==> src/rtc_lock_pkg.sv <==
// Constants shared by the indirect timekeeping access port
package rtc_lock_pkg;

	// Processor-side register addresses
	localparam logic [7:0] ADDR_CTRL_OFS = 8'hAC;
	localparam logic [7:0] DATA_OFS = 8'hAD;
	localparam logic [7:0] KEY_OFS = 8'hAE;

	// Reset values
	localparam logic [7:0] CTRL_RESET = 8'h00;
	localparam logic [7:0] DATA_RESET = 8'h00;

	// Address/control field positions
	localparam int BUSY_BIT = 7;
	localparam int READ_AHEAD_BIT = 6;
	localparam int UNUSED_BIT = 5;
	localparam int SHORT_BIT = 4;
	localparam int SEL_MSB = 3;
	localparam int SEL_LSB = 0;

	// Key codes
	localparam logic [7:0] KEY_FIRST = 8'hA5;
	localparam logic [7:0] KEY_SECOND = 8'hF1;

	// Interface lock states as read back from the key/status register
	typedef enum logic [7:0] {
		LOCK_LOCKED = 8'h00,
		LOCK_FIRST_KEY = 8'h01,
		LOCK_OPEN = 8'h02,
		LOCK_DISABLED = 8'h03
	} lock_state_t;

	// Internal register windows that auto-increment
	localparam logic [3:0] CAPTURE_FIRST = 4'h0;
	localparam logic [3:0] CAPTURE_LAST = 4'h3;
	localparam logic [3:0] ALARM_FIRST = 4'h8;
	localparam logic [3:0] ALARM_LAST = 4'hB;

	// Indirect access length in system clock cycles
	localparam logic [2:0] ACCESS_CYCLES_NORMAL = 3'd7;
	localparam logic [2:0] ACCESS_CYCLES_SHORT = 3'd6;

	// Timebase source frequencies in Hz (informational)
	localparam int XTAL_FREQ_HZ = 32768;
	localparam int SELF_OSC_MIN_HZ = 10000;
	localparam int SELF_OSC_MAX_HZ = 40000;
	localparam int SLOW_OSC_NOM_HZ = 16400;

	// Timebase source selection
	typedef enum logic [1:0] {
		TB_EXTERNAL = 2'b00,
		TB_SLOW_OSC = 2'b01,
		TB_OSCILLATOR = 2'b10
	} timebase_src_t;

	// Indirect transfer sequencer
	typedef enum logic [1:0] {
		XFER_IDLE = 2'b00,
		XFER_READ = 2'b01,
		XFER_WRITE = 2'b10
	} xfer_state_t;

endpackage

==> src/rtc_indirect_access_lock.sv <==
// Lock-protected indirect access port to the timekeeping core registers
`timescale 1ns/100ps
module rtc_indirect_access_lock
	import rtc_lock_pkg::*;
(
	input wire logic clk_sys,
	input wire logic resetn,
	input wire logic [7:0] sfr_addr,
	input wire logic [7:0] sfr_wdata,
	input wire logic sfr_wr,
	input wire logic sfr_rd,
	output logic [7:0] sfr_rdata,
	output logic [3:0] core_addr,
	output logic [7:0] core_wdata,
	output logic core_rd_strobe,
	output logic core_wr_strobe,
	input wire logic [7:0] core_rdata,
	input wire logic [1:0] timebase_sel,
	input wire logic timebase_ext_pin,
	input wire logic timebase_slow_osc,
	input wire logic timebase_osc,
	input wire logic timebase_as_sysclk,
	input wire logic timebase_route_en,
	input wire logic sleep_mode,
	input wire logic sleep_route_capable,
	output logic timebase_level,
	output logic timebase_sysclk_sel,
	output logic timebase_pin
);

	// Core register windows that step the select after a transfer
	function automatic logic is_multibyte(input logic [3:0] a);
		is_multibyte = (a >= CAPTURE_FIRST && a <= CAPTURE_LAST) ||
			(a >= ALARM_FIRST && a <= ALARM_LAST);
	endfunction

	lock_state_t lock_r, lock_nxt;
	xfer_state_t xfer_r, xfer_nxt;
	logic read_ahead_r, read_ahead_nxt;
	logic short_r, short_nxt;
	logic [3:0] sel_r, sel_nxt;
	logic [7:0] data_r, data_nxt;
	logic [2:0] cnt_r, cnt_nxt;
	logic [7:0] rdata_r, rdata_nxt;
	logic busy;
	logic wr_key, wr_ctrl, wr_data, rd_data, open;
	logic [2:0] len;

	assign busy = (xfer_r != XFER_IDLE);
	assign open = (lock_r == LOCK_OPEN);
	assign wr_key = sfr_wr && sfr_addr == KEY_OFS;
	assign wr_ctrl = sfr_wr && sfr_addr == ADDR_CTRL_OFS;
	assign wr_data = sfr_wr && sfr_addr == DATA_OFS;
	assign rd_data = sfr_rd && sfr_addr == DATA_OFS;
	// Length sampled per transfer from the current strobe option
	assign len = short_r ? ACCESS_CYCLES_SHORT : ACCESS_CYCLES_NORMAL;

	// Key sequencer
	always_comb
	begin
		lock_nxt = lock_r;
		if (wr_key)
		begin
			case (lock_r)
				LOCK_LOCKED:
					if (sfr_wdata == KEY_FIRST)
						lock_nxt = LOCK_FIRST_KEY;
				LOCK_FIRST_KEY:
					if (sfr_wdata == KEY_SECOND)
						lock_nxt = LOCK_OPEN;
					else
						lock_nxt = LOCK_DISABLED;
				LOCK_OPEN:
					lock_nxt = LOCK_LOCKED;
				LOCK_DISABLED:
					lock_nxt = LOCK_DISABLED;
				default:
					lock_nxt = LOCK_DISABLED;
			endcase
		end
	end

	always_ff @(posedge clk_sys or negedge resetn)
	begin
		if (!resetn)
		begin
			lock_r <= LOCK_LOCKED;
		end
		else
		begin
			lock_r <= lock_nxt;
		end
	end

	// Transfer sequencer and the control fields it owns
	always_comb
	begin
		xfer_nxt = xfer_r;
		read_ahead_nxt = read_ahead_r;
		short_nxt = short_r;
		sel_nxt = sel_r;
		data_nxt = data_r;
		cnt_nxt = cnt_r;

		case (xfer_r)
			XFER_IDLE:
			begin
				// Accesses while busy are dropped so a running strobe never
				// sees its address or data change underneath it
				if (open && wr_ctrl)
				begin
					read_ahead_nxt = sfr_wdata[READ_AHEAD_BIT];
					short_nxt = sfr_wdata[SHORT_BIT];
					sel_nxt = sfr_wdata[SEL_MSB:SEL_LSB];
					if (sfr_wdata[BUSY_BIT])
					begin
						xfer_nxt = XFER_READ;
						cnt_nxt = sfr_wdata[SHORT_BIT] ?
							ACCESS_CYCLES_SHORT : ACCESS_CYCLES_NORMAL;
					end
				end
				else if (open && wr_data)
				begin
					data_nxt = sfr_wdata;
					xfer_nxt = XFER_WRITE;
					cnt_nxt = len;
				end
				else if (open && rd_data && read_ahead_r)
				begin
					xfer_nxt = XFER_READ;
					cnt_nxt = len;
				end
			end
			XFER_READ, XFER_WRITE:
			begin
				cnt_nxt = cnt_r - 3'd1;
				if (cnt_r == 3'd1)
				begin
					if (xfer_r == XFER_READ)
						data_nxt = core_rdata;
					if (is_multibyte(sel_r))
						sel_nxt = sel_r + 4'd1;
					xfer_nxt = XFER_IDLE;
				end
			end
			default:
				xfer_nxt = XFER_IDLE;
		endcase
	end

	always_ff @(posedge clk_sys or negedge resetn)
	begin
		if (!resetn)
		begin
			xfer_r <= XFER_IDLE;
			read_ahead_r <= CTRL_RESET[READ_AHEAD_BIT];
			short_r <= CTRL_RESET[SHORT_BIT];
			sel_r <= CTRL_RESET[SEL_MSB:SEL_LSB];
			data_r <= DATA_RESET;
			cnt_r <= 3'd0;
		end
		else
		begin
			xfer_r <= xfer_nxt;
			read_ahead_r <= read_ahead_nxt;
			short_r <= short_nxt;
			sel_r <= sel_nxt;
			data_r <= data_nxt;
			cnt_r <= cnt_nxt;
		end
	end

	// Read-back register: holds until the next processor read
	always_comb
	begin
		rdata_nxt = rdata_r;
		if (sfr_rd)
		begin
			case (sfr_addr)
				KEY_OFS:
					rdata_nxt = lock_r;
				ADDR_CTRL_OFS:
					rdata_nxt = {busy, read_ahead_r, 1'b0, short_r,
						sel_r};
				DATA_OFS:
					rdata_nxt = data_r;
				default:
					rdata_nxt = 8'h00;
			endcase
		end
	end

	always_ff @(posedge clk_sys or negedge resetn)
	begin
		if (!resetn)
		begin
			rdata_r <= 8'h00;
		end
		else
		begin
			rdata_r <= rdata_nxt;
		end
	end

	assign sfr_rdata = rdata_r;
	assign core_addr = sel_r;
	assign core_wdata = data_r;
	// Strobe held for the whole transfer so the core, on its own timebase,
	// has the full window to resolve it; core_rdata must be steady by the end
	assign core_rd_strobe = (xfer_r == XFER_READ);
	assign core_wr_strobe = (xfer_r == XFER_WRITE);

	// Timebase sources are foreign clocks: two flops before any use
	logic [2:0] tb_meta_r, tb_sync_r;
	logic [2:0] tb_meta_nxt, tb_sync_nxt;
	logic tb_level_r, tb_level_nxt;
	logic sysclk_sel_r, sysclk_sel_nxt;
	logic pin_r, pin_nxt;

	always_comb
	begin
		tb_meta_nxt = {timebase_osc, timebase_slow_osc, timebase_ext_pin};
		tb_sync_nxt = tb_meta_r;
	end

	always_ff @(posedge clk_sys or negedge resetn)
	begin
		if (!resetn)
		begin
			tb_meta_r <= 3'b000;
			tb_sync_r <= 3'b000;
		end
		else
		begin
			tb_meta_r <= tb_meta_nxt;
			tb_sync_r <= tb_sync_nxt;
		end
	end

	always_comb
	begin
		case (timebase_sel)
			TB_EXTERNAL:
				tb_level_nxt = tb_sync_r[0];
			TB_SLOW_OSC:
				tb_level_nxt = tb_sync_r[1];
			TB_OSCILLATOR:
				tb_level_nxt = tb_sync_r[2];
			default:
				tb_level_nxt = 1'b0;
		endcase
		sysclk_sel_nxt = timebase_as_sysclk;
		// Pin routing survives deep sleep only on capable variants
		pin_nxt = tb_level_r && timebase_route_en &&
			(!sleep_mode || sleep_route_capable);
	end

	always_ff @(posedge clk_sys or negedge resetn)
	begin
		if (!resetn)
		begin
			tb_level_r <= 1'b0;
			sysclk_sel_r <= 1'b0;
			pin_r <= 1'b0;
		end
		else
		begin
			tb_level_r <= tb_level_nxt;
			sysclk_sel_r <= sysclk_sel_nxt;
			pin_r <= pin_nxt;
		end
	end

	assign timebase_level = tb_level_r;
	assign timebase_sysclk_sel = sysclk_sel_r;
	assign timebase_pin = pin_r;

endmodule

==> config.mk <==
export PLATFORM = sky130hd
export DESIGN_NAME = rtc_indirect_access_lock
export DESIGN_NICKNAME = d
export VERILOG_FILES = /design/src/rtc_lock_pkg.sv /design/src/rtc_indirect_access_lock.sv
export SDC_FILE = /design/constraint.sdc
export NUM_CORES = 1
export LEC_CHECK = 0
export ABC_AREA = 1
export BUFFER_PORTS_ARGS = -buffer_cell sky130_fd_sc_hd__buf_2
export CAP_MARGIN = 20
export CORE_MARGIN = 4
export CORE_UTILIZATION = 54
export CTS_BUF_LIST = sky130_fd_sc_hd__clkbuf_8
export CTS_CLUSTER_SIZE = 20
export DETAILED_ROUTE_END_ITERATION = 8
export PLACE_DENSITY = 0.85
export SYNTH_ARGS = -nofsm -noshare
export SYNTH_HDL_FRONTEND = slang
export SYNTH_SLANG_ARGS = --single-unit
==> constraint.sdc <==
create_clock -name clk_sys -period 2.25 [get_ports clk_sys]
set_clock_uncertainty 0.2 [all_clocks]
set_input_delay 0 -clock clk_sys [delete_from_list [all_inputs] [get_ports clk_sys]]
set_output_delay 0 -clock clk_sys [all_outputs]
set_load 0.03 [all_outputs]
==> results.md <==
* Outcome: finished with violations
* Violated checks: hold timing, setup timing
* Clk pwr share at 22.8%
* P&R area growth vs syn at 41.93%
* Antenna Violating Nets Remaining at 0
* CTS Buf Count at 5
* Die boundary height at 70.82 µm
* Clock slew at reported path FFs at 0.08 ns
* Leading cell type in the layout, fill and taps excluded: nand2_1
* Least-Margin Pin Slew at 0.8812 ns
* Hold Path Stages at 5
* PD cells at 1056 nW/µm²
* Port bufs at 61
* R2r setup slk at -0.01 ns
* Full die area at 5015 µm²
* Dpl hpwl at 3942 µm
* Leak at 0.001623 µW
* FF+latch count, synth at 38
* Setup crit end kind: register
* NetSw at 1340 µW
* Register share of total power at 30.5%
* Syn_nets at 316
* Initial antenna violation count at 2
* Post-synthesis cell count at 272
* Most frequent cells in the layout: 83 x nand2_1, 61 x buf_2, 38 x dfrtp_1
* Fin crit share at 100.5%
* Post-Syn Area at 2131 µm²
* Vias in the first global route at 2332
* H-tree Lvls at 2
* CTS root buffer: clkbuf_8
* # Max-Cap Violations at 0
* FF-to-FF Start: xfer_r[1]
* Fillers at 228
* Worst R2R Path Depth at 9
* TritonCTS clock tree: built
* Clk sinks at 38
* Fin Setup TNS at -0.01125 ns
* Crit path from: xfer_r[1]
* Hold path startpoint: sfr_addr[3]
* Max-slew headroom at 41.25%
* First-pass GRT wire length at 10980 µm
* Initial Util at 56.92%
* GRT Util Overall at 27.87%
* Vias per cell at 5.553
* Arr. time, crit path at 2.22 ns
* Gpl congestion at 0.9269
* VDD IR max at 0.4515 mV
* Max Transition Viols Final at 0
* Inst Count DP at 379
* Iter 0 DRT Violations at 290
* Synth warnings at 0
* Comb power frac at 46.7%
* Setup CP Type: register to register
* Seq/Total Area, Yosys at 44.63%
* Total grt overflow at 0
* Worst-path fanout max at 6
* Clk Latency, worst-skew pair at 0.30 ns
* Pint at 1853 µW
* Drt pass-1 iters at 6
* Fmax at 442.2 MHz
* Post-route insts no fill at 427
* Detailed Route WL at 7000 µm
* Share of cells above drive strength 1 at 27.06%
* Syn_area_per_cell at 7.834 µm²
* Worst path required time at 2.21 ns
* Hold Vio Cnt, Final at 1
* Setup ws final at -0.01125 ns
* Critical Path Source Type: register
* Switching Fraction at 41.97%
* Fin nets at 420
* Final setup viols at 1
* Yosys cell types at 30
* Tmin final at 2.261 ns
* Vias at 2371
* I/O pins at 62
* Min-delay worst type: input pin to register
* Max clock buf depth at 2
* Largest net degree at the start of global routing at 39
* Die width at 70.82 µm
* Min Hold Slack at -0.007121 ns
* Core footprint at 3744 µm²
* DR WL/cell at 16.39 µm
* Residual DRC count at 0
* FP Rows at 22
==> state kept, by name, summed over array words and instances (netlist names), 2 cells and up <==
signal      flops
tb_meta_r       3
tb_sync_r       3
xfer_r          2
lock_r          2
sfr_rdata       8
core_wdata      8
core_addr       4
cnt_r           3
==> cell type report <==
type | count | area (µm²) | area share [%]
well taps | 48 | 60.06 | 1.986
flip-flops and latches | 38 | 950.9 | 31.44
multi-input cells | 188 | 1013 | 33.51
diodes | 2 | 5.005 | 0.1655
clock inverters | 2 | 60.06 | 1.986
repair buffers | 102 | 698.2 | 23.09
clock buffers | 6 | 82.58 | 2.731
inverters | 41 | 153.9 | 5.089
==> cell families (layout without fill, tap and decap cells) <==
logic type / after synthesis / after routing / share of synthesized area (%)
adder cells (fa/ha/maj): 7 / 7 / 4.110
AO/OA/AOI/OAI: 37 / 37 / 10.33
other: 0 / 2 / 0
AND/OR/NAND/NOR: 143 / 143 / 31.88
flip-flops: 38 / 38 / 44.63
buffers and inverters: 46 / 151 / 8.632
XOR/XNOR: 1 / 1 / 0.4111
==> final timing paths <==
kind,end
hold / removal,sfr_rdata[5]
setup / recovery,core_wdata[0]
min in group asynchronous,core_wdata[3]
setup reg to reg,core_wdata[0]
hold reg to reg,tb_sync_r[1]
max in group asynchronous,tb_meta_r[1]
==> critical path: stages, from the launching register on <==
cell and delay (ns):
dfrtp_1 0.42, inv_1 0.11, ha_4 0.30, inv_1 0.06, buf_4 0.16, nand2_2 0.07, nand2_1 0.04, dlygate4sd3_1 0.57
nand2_1 0.10, o21ai_0 0.10
==> layer usage <==
layer	vias up	GRT usage, %	wire [µm]
met5	-	0	0
met4	0	14.61	363
met3	40	4.545	613
met2	167	49.64	3564
met1	1097	31.85	2459
li1	1067	-	-
==> power by group through the flow <==
stage / Combinational [µW] / Sequential [µW] / Clock [µW]
floorplan: 709 / 1150 / 0
global placement: 1200 / 958 / 0
finish: 1490 / 973 / 729
global route: 1630 / 987 / 755
detailed placement: 1250 / 966 / 0
CTS: 1360 / 955 / 724
==> timing repair <==
action / 4_1_cts / 5_1_grt
setup endpoints to repair: 0 / 6
gates resized for setup: 0 / 4
buffers inserted: 0 / 4
hold endpoints to repair: 68 / 0
hold buffers: 34 / 0
==> cells in the mapped netlist (all sizes together) <==
cell / instances / share of area, %
clkbuf: 1 / 0.18
xnor2: 1 / 0.41
o21ai: 23 / 5.8
nand3b: 2 / 0.70
a22oi: 1 / 1.0
nor2: 24 / 6.6
o2bb2ai: 1 / 0.41
nand4: 4 / 1.2
ha: 7 / 4.1
a21oi: 7 / 1.6
nand3: 18 / 5.3
o22ai: 4 / 1.2
nor3: 2 / 0.47
inv: 41 / 7.2
o31ai: 1 / 0.35
dfrtp: 38 / 45
buf: 4 / 1.2
nand2: 92 / 17
or2: 1 / 0.29
==> metrics by stage <==
step,hold WS (ns),total power (µW),setup WS [ns],instance area (µm²),util [%]
6_report,-0.007121,3193,-0.01125,3024,80.78
3_3_place_gp,-0.09290,2158,0.4027,2489,66.48
2_1_floorplan,-0.4956,1858,0.4637,2131,-
4_1_cts,0.002166,3035,0.04312,2972,79.38
5_1_grt,0.05030,3369,-0.04437,3024,80.78
3_5_place_dp,-0.08528,2215,0.2958,2489,66.48
Power figures use the tool's default switching activity.
